**config.mk**
```make
export PLATFORM = sky130hd
export DESIGN_NAME = rvip_top
export DESIGN_NICKNAME = d
export VERILOG_FILES = /design/src/core/rvip_pkg.sv /design/src/core/rvip_arb_if.sv /design/src/core/rvip_rank.sv /design/src/core/rvip_top.sv
export SDC_FILE = /design/constraint.sdc
export NUM_CORES = 1
export LEC_CHECK = 0
export ABC_CLOCK_PERIOD_IN_PS = 2400
export BUFFER_PORTS_ARGS = -buffer_cell sky130_fd_sc_hd__buf_4
export CAP_MARGIN = 20
export CORE_MARGIN = 4
export CORE_UTILIZATION = 54
export CTS_BUF_LIST = sky130_fd_sc_hd__clkbuf_4
export CTS_CLUSTER_DIAMETER = 30
export DETAILED_ROUTE_END_ITERATION = 12
export PLACE_DENSITY = 0.88
export SKIP_LAST_GASP = 1
export SYNTH_ARGS = -nofsm -noshare
export SYNTH_HDL_FRONTEND = slang
export SYNTH_HIERARCHICAL = 1
export SYNTH_SLANG_ARGS = --single-unit
```
**constraint.sdc**
```tcl
create_clock -name clk_i -period 2.4 [get_ports clk_i]
set_clock_uncertainty 0.15 [all_clocks]
set_input_delay 0.24 -clock clk_i [delete_from_list [all_inputs] [get_ports clk_i]]
set_output_delay 0.24 -clock clk_i [all_outputs]
set_load 0.01 [all_outputs]
```
**src/core/rvip_pkg.sv**
```systemverilog
// reset vector and interrupt priority: shared constants, types and helpers
// assumes one system clock; straps and flash security are steady across reset
//
// Functional notes
// higher priority level always wins over lower
// equal level: smallest vector number wins
// vector address is base plus two words per vector number
// core exceptions vectors 2-5 fixed level 3
// debug events programmable level 1 to 3
// low-voltage vector 20, level 0 to 2
// reset addresses may overlay vector entries 0,1
// internal or 20-bit boot: 020000/020002
// 16-bit external boot: 000000/000002
// bus-width strap 0=16-bit, 1=20-bit
// secured flash forces internal boot
// map select resets to strap only unsecured
// one registered winner, recomputed every cycle
package rvip_pkg;

  // ---------------------------------------------------------------
  // sizes
  // ---------------------------------------------------------------
  localparam int unsigned NUM_VEC = 21;
  localparam int unsigned VEC_W = 5;
  localparam int unsigned LVL_W = 2;
  localparam int unsigned ADDR_W = 21;
  localparam int unsigned NUM_DBG = 5;
  localparam int unsigned NUM_PROG = 3;

  // ---------------------------------------------------------------
  // fetch addresses (program words)
  // ---------------------------------------------------------------
  localparam logic [ADDR_W-1:0] BOOT_INT_ADDR = 21'h02_0000;
  localparam logic [ADDR_W-1:0] WDOG_INT_ADDR = 21'h02_0002;
  localparam logic [ADDR_W-1:0] BOOT_EXT16_ADDR = 21'h00_0000;
  localparam logic [ADDR_W-1:0] WDOG_EXT16_ADDR = 21'h00_0002;
  localparam logic [ADDR_W-1:0] VEC_BASE_RST = 21'h00_0000;
  localparam logic [ADDR_W-1:0] VEC_STRIDE = 21'h00_0002;

  // ---------------------------------------------------------------
  // levels and level codes
  // ---------------------------------------------------------------
  localparam logic [LVL_W-1:0] LVL_0 = 2'h0;
  localparam logic [LVL_W-1:0] LVL_1 = 2'h1;
  localparam logic [LVL_W-1:0] LVL_2 = 2'h2;
  localparam logic [LVL_W-1:0] LVL_3 = 2'h3;
  // debug code 0 and peripheral code 3 mean disabled
  localparam logic [LVL_W-1:0] DBG_OFF_CODE = 2'h0;
  localparam logic [LVL_W-1:0] PROG_OFF_CODE = 2'h3;

  // vector classes
  typedef enum {
    RVIP_VC_NONE,
    RVIP_VC_FIX3,
    RVIP_VC_FIX2,
    RVIP_VC_FIX1,
    RVIP_VC_FIX0,
    RVIP_VC_DBG,
    RVIP_VC_PROG
  } rvip_vclass_t;

  // class of each vector number
  function automatic rvip_vclass_t vec_class(input int unsigned v);
    unique case (v)
      2, 3, 4, 5: vec_class = RVIP_VC_FIX3;
      6, 7, 9, 10, 11: vec_class = RVIP_VC_DBG;
      14: vec_class = RVIP_VC_FIX2;
      15: vec_class = RVIP_VC_FIX1;
      16: vec_class = RVIP_VC_FIX0;
      17, 18, 20: vec_class = RVIP_VC_PROG;
      default: vec_class = RVIP_VC_NONE; // reserved and overlay slots
    endcase
  endfunction

  // index of a debug vector into the debug level field
  function automatic int unsigned dbg_index(input int unsigned v);
    unique case (v)
      6: dbg_index = 0;
      7: dbg_index = 1;
      9: dbg_index = 2;
      10: dbg_index = 3;
      default: dbg_index = 4;
    endcase
  endfunction

  // index of a programmable vector: pin a, pin b, low-voltage
  function automatic int unsigned prog_index(input int unsigned v);
    unique case (v)
      17: prog_index = 0;
      18: prog_index = 1;
      default: prog_index = 2;
    endcase
  endfunction

endpackage

```
**src/core/rvip_arb_if.sv**
```systemverilog
// carrier between the top and the priority ranking module
// assumes both ends sit in the same clock domain
`timescale 1ns/1ps
interface rvip_arb_if;
  logic [rvip_pkg::NUM_VEC-1:0] req;
  logic [rvip_pkg::NUM_VEC-1:0][rvip_pkg::LVL_W-1:0] lvl;
  logic found;
  logic [rvip_pkg::VEC_W-1:0] win;
  logic [rvip_pkg::LVL_W-1:0] win_lvl;

  modport top (output req, output lvl, input found, input win, input win_lvl);
  modport arb (input req, input lvl, output found, output win, output win_lvl);
endinterface

```
**src/core/rvip_rank.sv**
```systemverilog
// priority ranking: picks one winner among enabled requests
// assumes requests and levels are already qualified by the top
`timescale 1ns/1ps
module rvip_rank (
  rvip_arb_if.arb a
);

  // ---------------------------------------------------------------
  // search
  // ---------------------------------------------------------------
  // ascending scan with strict compare keeps the smallest number on ties
  always_comb begin
    a.found = 1'b0;
    a.win = '0;
    a.win_lvl = '0;
    for (int unsigned i = 0; i < rvip_pkg::NUM_VEC; i++) begin
      if (a.req[i] && (!a.found || a.lvl[i] > a.win_lvl)) begin
        a.found = 1'b1;
        a.win = rvip_pkg::VEC_W'(i);
        a.win_lvl = a.lvl[i];
      end
    end
  end

endmodule

```
**src/core/rvip_top.sv**
```systemverilog
// reset fetch address selection and interrupt vector arbitration
// assumes the core holds each pending line until it services it
`timescale 1ns/1ps
module rvip_top (
  input wire logic clk_i,
  input wire logic rst_i,
  input wire logic ext_bus_width_strap_i,
  input wire logic external_boot_strap_i,
  input wire logic flash_secured_i,
  input wire logic watchdog_reset_i,
  input wire logic map_wr_i,
  input wire logic map_wdata_i,
  input wire logic base_wr_i,
  input wire logic [rvip_pkg::ADDR_W-1:0] base_wdata_i,
  input wire logic [rvip_pkg::NUM_VEC-1:0] irq_pend_i,
  input wire logic [rvip_pkg::NUM_DBG*rvip_pkg::LVL_W-1:0] dbg_level_i,
  input wire logic [rvip_pkg::NUM_PROG*rvip_pkg::LVL_W-1:0] prog_level_i,
  output logic straps_valid_o,
  output logic [rvip_pkg::ADDR_W-1:0] reset_fetch_addr_o,
  output logic boot_map_select_o,
  output logic secured_at_reset_flag_o,
  output logic ext_map_active_o,
  output logic ext_addr_20bit_o,
  output logic [rvip_pkg::ADDR_W-1:0] vector_base_o,
  output logic irq_valid_o,
  output logic [rvip_pkg::VEC_W-1:0] irq_vector_o,
  output logic [rvip_pkg::LVL_W-1:0] irq_level_o,
  output logic [rvip_pkg::ADDR_W-1:0] irq_addr_o
);

  // ---------------------------------------------------------------
  // boot strap capture
  // ---------------------------------------------------------------
  logic straps_valid_r;
  logic secured_r;
  logic sec_boot;
  logic map_wr_ok;
  logic map_sel_r;
  logic map_sel_nxt;
  logic ext_boot;
  logic [rvip_pkg::ADDR_W-1:0] fetch_nxt;

  // secured flash blocks external boot whatever the strap says
  assign ext_boot = external_boot_strap_i & ~flash_secured_i;

  // straps are taken on the first edge after reset release
  always_ff @(posedge clk_i or posedge rst_i) begin
    if (rst_i) begin
      straps_valid_r <= 1'b0;
    end else begin
      straps_valid_r <= 1'b1;
    end
  end

  // secured state, latched on_chip_debug_unit at capture
  always_ff @(posedge clk_i or posedge rst_i) begin
    if (rst_i) begin
      secured_r <= 1'b0;
    end else if (!straps_valid_r) begin
      secured_r <= flash_secured_i;
    end
  end

  // secured state as the map sees it: live at capture, latched after
  assign sec_boot = !straps_valid_r ? flash_secured_i : secured_r;

  // software writes count only on_chip_debug_unit the straps are in
  assign map_wr_ok = straps_valid_r & map_wr_i;

  // map select: strap at boot, 0 if flash is secured; software writes afterwards
  assign map_sel_nxt = !straps_valid_r ? ext_boot :
    (map_wr_ok ? map_wdata_i : map_sel_r);

  always_ff @(posedge clk_i or posedge rst_i) begin
    if (rst_i) begin
      map_sel_r <= 1'b0;
    end else begin
      map_sel_r <= map_sel_nxt;
    end
  end

  // ---------------------------------------------------------------
  // reset fetch address
  // ---------------------------------------------------------------
  logic use_ext16;
  logic bus20_nxt;
  logic [rvip_pkg::ADDR_W-1:0] fetch_ext16;
  logic [rvip_pkg::ADDR_W-1:0] fetch_int;

  // only external boot with the narrow bus starts at the bottom
  assign use_ext16 = ext_boot & ~ext_bus_width_strap_i;
  assign bus20_nxt = ext_boot & ext_bus_width_strap_i;

  // narrow-bus external boot starts at the bottom of program space
  assign fetch_ext16 = watchdog_reset_i ? rvip_pkg::WDOG_EXT16_ADDR :
    rvip_pkg::BOOT_EXT16_ADDR;

  // internal boot and wide-bus external boot share the boot window
  assign fetch_int = watchdog_reset_i ? rvip_pkg::WDOG_INT_ADDR :
    rvip_pkg::BOOT_INT_ADDR;

  // the low fetch addresses sit on vector slots 0 and 1 when base is zero
  assign fetch_nxt = use_ext16 ? fetch_ext16 : fetch_int;

  // boot outputs settle on the capture edge and then hold
  always_ff @(posedge clk_i or posedge rst_i) begin
    if (rst_i) begin
      reset_fetch_addr_o <= rvip_pkg::BOOT_INT_ADDR;
      ext_addr_20bit_o <= 1'b0;
    end else if (!straps_valid_r) begin
      reset_fetch_addr_o <= fetch_nxt;
      ext_addr_20bit_o <= bus20_nxt;
    end
  end

  // capture flag and the secured-at-boot flag
  always_ff @(posedge clk_i or posedge rst_i) begin
    if (rst_i) begin
      straps_valid_o <= 1'b0;
      secured_at_reset_flag_o <= 1'b0;
    end else begin
      straps_valid_o <= 1'b1;
      secured_at_reset_flag_o <= sec_boot;
    end
  end

  // map select and the map that it really enables
  always_ff @(posedge clk_i or posedge rst_i) begin
    if (rst_i) begin
      boot_map_select_o <= 1'b0;
      ext_map_active_o <= 1'b0;
    end else begin
      boot_map_select_o <= map_sel_nxt;
      // writing the select has no effect on the map if secured at boot
      ext_map_active_o <= map_sel_nxt & ~sec_boot;
    end
  end

  // ---------------------------------------------------------------
  // vector base
  // ---------------------------------------------------------------
  logic [rvip_pkg::ADDR_W-1:0] base_r;

  // software may move the table at any time
  always_ff @(posedge clk_i or posedge rst_i) begin
    if (rst_i) begin
      base_r <= rvip_pkg::VEC_BASE_RST;
    end else if (base_wr_i) begin
      base_r <= base_wdata_i;
    end
  end

  // base as the core sees it
  assign vector_base_o = base_r;

  // ---------------------------------------------------------------
  // level qualification per vector
  // ---------------------------------------------------------------
  // qualified requests and the ranker's answer
  rvip_arb_if arb ();

  // effective level of a vector, and whether it may compete
  function automatic logic [rvip_pkg::LVL_W:0] eff_level(
    input int unsigned v,
    input logic [rvip_pkg::NUM_DBG*rvip_pkg::LVL_W-1:0] dbg,
    input logic [rvip_pkg::NUM_PROG*rvip_pkg::LVL_W-1:0] prg
  );
    logic [rvip_pkg::LVL_W-1:0] code;
    code = '0;
    unique case (rvip_pkg::vec_class(v))
      rvip_pkg::RVIP_VC_FIX3: eff_level = {1'b1, rvip_pkg::LVL_3};
      rvip_pkg::RVIP_VC_FIX2: eff_level = {1'b1, rvip_pkg::LVL_2};
      rvip_pkg::RVIP_VC_FIX1: eff_level = {1'b1, rvip_pkg::LVL_1};
      rvip_pkg::RVIP_VC_FIX0: eff_level = {1'b1, rvip_pkg::LVL_0};
      rvip_pkg::RVIP_VC_DBG: begin
        code = dbg[rvip_pkg::dbg_index(v)*rvip_pkg::LVL_W +: rvip_pkg::LVL_W];
        eff_level = {code != rvip_pkg::DBG_OFF_CODE, code};
      end
      rvip_pkg::RVIP_VC_PROG: begin
        code = prg[rvip_pkg::prog_index(v)*rvip_pkg::LVL_W +: rvip_pkg::LVL_W];
        eff_level = {code != rvip_pkg::PROG_OFF_CODE, code};
      end
      default: eff_level = '0;
    endcase
  endfunction

  // requests enter the ranker only when enabled at a legal level
  for (genvar g = 0; g < rvip_pkg::NUM_VEC; g++) begin : g_qual
    logic [rvip_pkg::LVL_W:0] el;
    logic enabled;
    assign el = eff_level(g, dbg_level_i, prog_level_i);
    // top bit of the effective level says the source may compete
    assign enabled = el[rvip_pkg::LVL_W];
    assign arb.req[g] = irq_pend_i[g] & enabled;
    assign arb.lvl[g] = el[rvip_pkg::LVL_W-1:0];
  end

  // one winner per cycle over all qualified requests
  rvip_rank u_rank (
    .a(arb)
  );

  // ---------------------------------------------------------------
  // vector address and registered answer
  // ---------------------------------------------------------------
  logic [rvip_pkg::ADDR_W-1:0] win_addr;
  logic [rvip_pkg::ADDR_W-1:0] vec_offset;

  // each vector number sits two program words above the one before
  assign vec_offset = rvip_pkg::ADDR_W'(arb.win) * rvip_pkg::VEC_STRIDE;

  // table entry of the winner
  assign win_addr = base_r + vec_offset;

  // winner re-evaluated on every edge
  always_ff @(posedge clk_i or posedge rst_i) begin
    if (rst_i) begin
      irq_valid_o <= 1'b0;
      irq_vector_o <= '0;
      irq_level_o <= '0;
      irq_addr_o <= rvip_pkg::VEC_BASE_RST;
    end else begin
      irq_valid_o <= arb.found;
      irq_vector_o <= arb.win;
      irq_level_o <= arb.win_lvl;
      irq_addr_o <= win_addr;
    end
  end

endmodule

```
==> key figures, run 1 <==
Floorplan
  – Initial Util: 55.94%
  – Die H: 100.5 um
  – Row count: 33
  – Io pins: 143
  – Die width: 100.5 um

Synthesis
  – FF+latch count, synth: 57
  – Mux cell area share after synthesis: 7.286%
  – Avg Inst Size Synth: 9.005 um^2
  – Synthesis warning total: 6
  – Post-synthesis xor/xnor area fraction: 3.223%
  – Mapped Cells: 513
  – Largest family of logic cells by synthesized area: compound AO/OA/AOI/OAI gates
  – Top_reg_cell synth: dfrtp_1
  – Complex-gate fraction of the synthesized area: 22.91%
  – Mapped Area: 4619 um^2
  – Synth Area in Adders: 9.751%
  – Post-synth cell types: 82
  – Synth Area in Simple Gates: 18.15%
  – Async SR Flop Fraction: 100.0%
  – Register area share after synthesis: 30.90%
  – EDFF count, synth: 0

Clock tree
  – Root buffer cell: clkbuf_4
  – Number of H-tree levels: 3
  – Setup Buffers After CTS: 62
  – CTS sink count: 57
  – Max clock buf depth: 2
  – Post_cts resized: 77
  – Clock buffer count from CTS: 9
  – Post-CTS Hold Fix Bufs: 25

Place
  – Detail Placement HPWL: 12580 um
  – # port buffers: 117
  – RD Place Congestion: 0.8853

Run status
  – Status: stopped before the end
  – Stop stage: clock tree synthesis (4_1_cts)
  – Tool error: [ERROR DPL-0033] detailed placement checks failed during check placement.
-- synthesized netlist by cell type (all sizes together) (5+ instances only) --
| cell | number | area share, % |
|---|---|---|
| a221oi | 5 | 1.1 |
| nor2 | 40 | 3.3 |
| a21oi | 26 | 3.2 |
| dfrtp | 56 | 30 |
| o21a | 9 | 1.5 |
| o31ai | 5 | 0.92 |
| and2 | 11 | 1.5 |
| nor3 | 8 | 1.1 |
| mux2 | 28 | 7.1 |
| inv | 41 | 3.3 |
| nand2 | 42 | 3.4 |
| o21ai | 28 | 3.1 |
| xnor2 | 15 | 2.8 |
| a22oi | 5 | 0.81 |
| and3 | 5 | 0.68 |
| nand4 | 7 | 1.1 |
| a21boi | 8 | 1.4 |
| nor2b | 9 | 1.2 |
| ha | 32 | 8.7 |
| buf | 25 | 4.0 |
| nand3 | 22 | 2.4 |
| o211ai | 12 | 2.1 |
-- per-stage QoR --
stage / util, % / std cells / worst slack, ns / hold WS [ns] / cell area (um^2)
2_1_floorplan: - / 618 / -11.55 / 0.2110 / 5243
3_3_place_gp: 83.86 / 928 / -14.03 / 0.008588 / 6925
3_5_place_dp: 83.86 / 928 / -14.94 / 0.01958 / 6925
-- logic make-up after synthesis --
group,count (synthesis)
AND/OR/NAND/NOR,164
AO/OA/AOI/OAI,139
buffers and inverters,69
flip-flops,57
adder cells (fa/ha/maj),36
multiplexers,29
XOR/XNOR,17
other,2
==> run 2, diff against run 1 <==
--- a/config.mk
+++ b/config.mk
@@ -9,11 +9,9 @@
 export BUFFER_PORTS_ARGS = -buffer_cell sky130_fd_sc_hd__buf_4
 export CAP_MARGIN = 20
 export CORE_MARGIN = 4
-export CORE_UTILIZATION = 54
-export CTS_BUF_LIST = sky130_fd_sc_hd__clkbuf_4
-export CTS_CLUSTER_DIAMETER = 30
+export CORE_UTILIZATION = 40
 export DETAILED_ROUTE_END_ITERATION = 12
-export PLACE_DENSITY = 0.88
+export PLACE_DENSITY_LB_ADDON = 0.15
 export SKIP_LAST_GASP = 1
 export SYNTH_ARGS = -nofsm -noshare
 export SYNTH_HDL_FRONTEND = slang
==> run 2 against run 1 <==
Against the previous run:
- the flow now finishes, with violations (negative setup slack)
- synthesized area is the same
- synthesized cell count is the same
==> key figures, run 2 <==
GRT
  – GRT overflow: 0
  – First-pass GRT wire length: 22740 um
  – Total track usage: 21.01%
  – Largest net degree at the start of global routing: 24
  – Initial antenna violation count: 0
  – Number of global-route vias before repair: 5011

Clock tree
  – Max clock buf depth: 2 (unchanged)
  – Clock buffer count from CTS: 9 (unchanged)
  – CTS sink count: 57 (unchanged)
  – Clock insertion delay at the later pin of the skew report: 0.32 ns
  – Clk slew on worst S/H paths: 0.05 ns
  – CTS tree: yes
  – Number of H-tree levels: 3 (unchanged)
  – Root buffer cell: clkbuf_16

Worst setup path
  – CP Launch Type: primary input
  – Slowest cell on crit path: o31a_4
  – Required @ worst endpoint: 2.48 ns
  – Worst-path maximum fanout: 8
  – CP Data Arrival Time: 16.76 ns
  – Max stage delay on crit path: 0.40 ns
  – Setup crit end kind: flip-flop
  – Worst Path Class, Setup: in -> reg
  – Cell mode on critical path: ha_4

Final layout
  – Multi-input logic area: 3910 um^2
  – Layout net count: 991
  – # fillers: 776
  – Ant diodes: 0
  – Layout Utilization: 74.19%
  – Commonest non-fill, non-tap cell in the layout: buf_4
  – Layout Cells excl Fill: 1036
  – Fin area: 8219 um^2
  – Most frequent cells in the layout: 274 x buf_4, 107 x conb_1, 56 x dfrtp_1
  – Area delta synth->final: 77.93%
  – Reg area: 1428 um^2
  – Share of cells above drive strength 1: 48.88%

Floorplan
  – Row count: 38 (+15%)
  – Die width: 115.5 um (+15%)
  – CORE AREA: 11080 um^2
  – Die H: 115.5 um (+15%)
  – Initial Util: 41.70% (-14 points)
  – Die area: 13330 um^2
  – Io pins: 143 (unchanged)

Power
  – VDD IR max: 0.7973 mV
  – PD cells: 1023 nW/um^2
  – Pleak: 0.004051 uW

Synthesis
  – FF+latch count, synth: 57 (unchanged)
  – Ranking of synthesized cells by area: dfrtp_1 30%, ha_1 8.7%, mux2_2 6.1%
  – Dominant cell by count in the synthesized netlist: dfrtp_1
  – Post-synth cell types: 82 (unchanged)
  – Synth Area in Adders: 9.751% (unchanged)
  – Post-synthesis xor/xnor area fraction: 3.223% (unchanged)
  – Cell taking the most area after synthesis: dfrtp_1
  – Register area share after synthesis: 30.90% (unchanged)
  – Synth Area in Simple Gates: 18.15% (unchanged)
  – Top_reg_cell synth: dfrtp_1
  – Synth top area share: 30.34% (unchanged)
  – Complex-gate fraction of the synthesized area: 22.91% (unchanged)
  – Avg Inst Size Synth: 9.005 um^2 (unchanged)
  – Mux cell area share after synthesis: 7.286% (unchanged)
  – EDFF count, synth: 0 (unchanged)
  – Async SR Flop Fraction: 100.0% (unchanged)
  – Synthesis warning total: 6 (unchanged)
  – Mapped Area: 4619 um^2 (unchanged)
  – Mapped Cells: 513 (unchanged)
  – Largest family of logic cells by synthesized area: compound AO/OA/AOI/OAI gates
  – Commonest cells post-synth: 56 x dfrtp_1, 42 x nand2_1, 40 x inv_1

Route
  – Via density per instance: 4.910
  – DRT antenna net count: 0
  – DRC: 0
  – Routed len/inst: 14.39 um
  – DR iter-0 viols: 172
  – Final WL: 14910 um
  – Drt first pass iters: 4
  – Routed via count: 5087

Place
  – RD Place Congestion: 0.9033 (+2.0%)
  – Placed cells: 969 (+4.4%)
  – Detail Placement HPWL: 11030 um (-12%)
  – # port buffers: 117 (unchanged)
  – Placed cell area: 7014 um^2 (+1.3%)

Run status
  – Status: finished with violations
  – Violated checks: negative setup slack

STA
  – Period utilization: 695.0%
  – Peak Freq: 0.05995 GHz
  – Sum of negative setup slack: -374.95 ns
  – Setup violators final: 28
  – Worst slew pin tran: 0.7324 ns
  – Final slew viol count: 0
  – Final setup margin: -14.28 ns
  – Final hold vios: 0
  – Worst slew margin: 50.55%
  – RSZ-0062 raised after global routing: true
  – Crit path time final: 16.68 ns

Hold path
  – Hold crit path type: in -> reg

Flow run
  – Max_cap viols: 0
[run 2: cell counts after synthesis]
Identical to the previous run, type by type.
[run 2: metal layers]
layer	global-route usage [%]	vias up	routed length [um]
li1	-	2508	-
met1	25.31	2415	5974
met2	38.35	132	7869
met3	2.768	32	696
met4	7.355	0	365
met5	0	-	0
[run 2: cell families after synthesis]
family,Yosys count
simple gates,164
compound gates,139
buf+inv,69
flops,57
fa+ha+maj,36
mux,29
xor+xnor,17
other cells,2
[run 2: cell type report]
type,count,share of cell area [%]
multi-input combinational,492,47.57
sequential,57,17.37
inverter,41,1.872
clock inverter,5,0.9591
tap,140,2.131
timing repair buffer,290,27.14
clock buffer,11,2.953
[run 2: through the flow]
stage          hold slack, ns  setup WS [ns]  total power, uW
5_1_grt             0.0009255         -15.23             8973
4_1_cts             0.0005342         -14.01             7394
6_report             0.007390         -14.28             8406
3_5_place_dp          0.09406         -14.67             5504
2_1_floorplan          0.2110         -11.55             3814
3_3_place_gp          0.09036         -14.25             5371
[run 2: timing repair]
item / CTS / global route
endpoints found under the hold margin: 23 / 1
pin swaps: 42 / 92
hold buffers: 7 / 1
setup buffers: 26 / 18
resized for setup: 25 / 69
setup endpoints to repair: 28 / 28
[run 2: where the power goes]
group	switching (uW)	internal [uW]	total [uW]
Combinational	2700	3030	5740
Clock	422	934	1360
Sequential	129	1180	1310
Total	3250	5150	8410
[run 2: path summary, 6_finish.rpt]
kind | slack (ns) | startpoint | end | cells past startpoint
max reg2reg | 0.40 | vector_base_o[1] | irq_addr_o[7] | 7
min reg2reg | 0.26 | vector_base_o[0] | irq_addr_o[0] | 0
max in group asynchronous | 1.12 | rst_i | irq_addr_o[14] | 4
max | -14.28 | irq_pend_i[2] | irq_addr_o[7] | 100
min in group asynchronous | 0.33 | rst_i | irq_level_o[1] | 3
min | 0.007 | base_wdata_i[19] | vector_base_o[19] | 2
[run 2: critical path, delay by kind of cell]
family,cells,cell delay (ns)
xor gates and xnor gates,1,0.17
muxes,4,1.14
and+or+nand+nor,32,3.48
AOI/OAI and AO/OA,41,6.96
buffers and inverters,5,0.40
adders and majority gates,17,4.35
No activity file was read; power rests on OpenSTA's default activity.
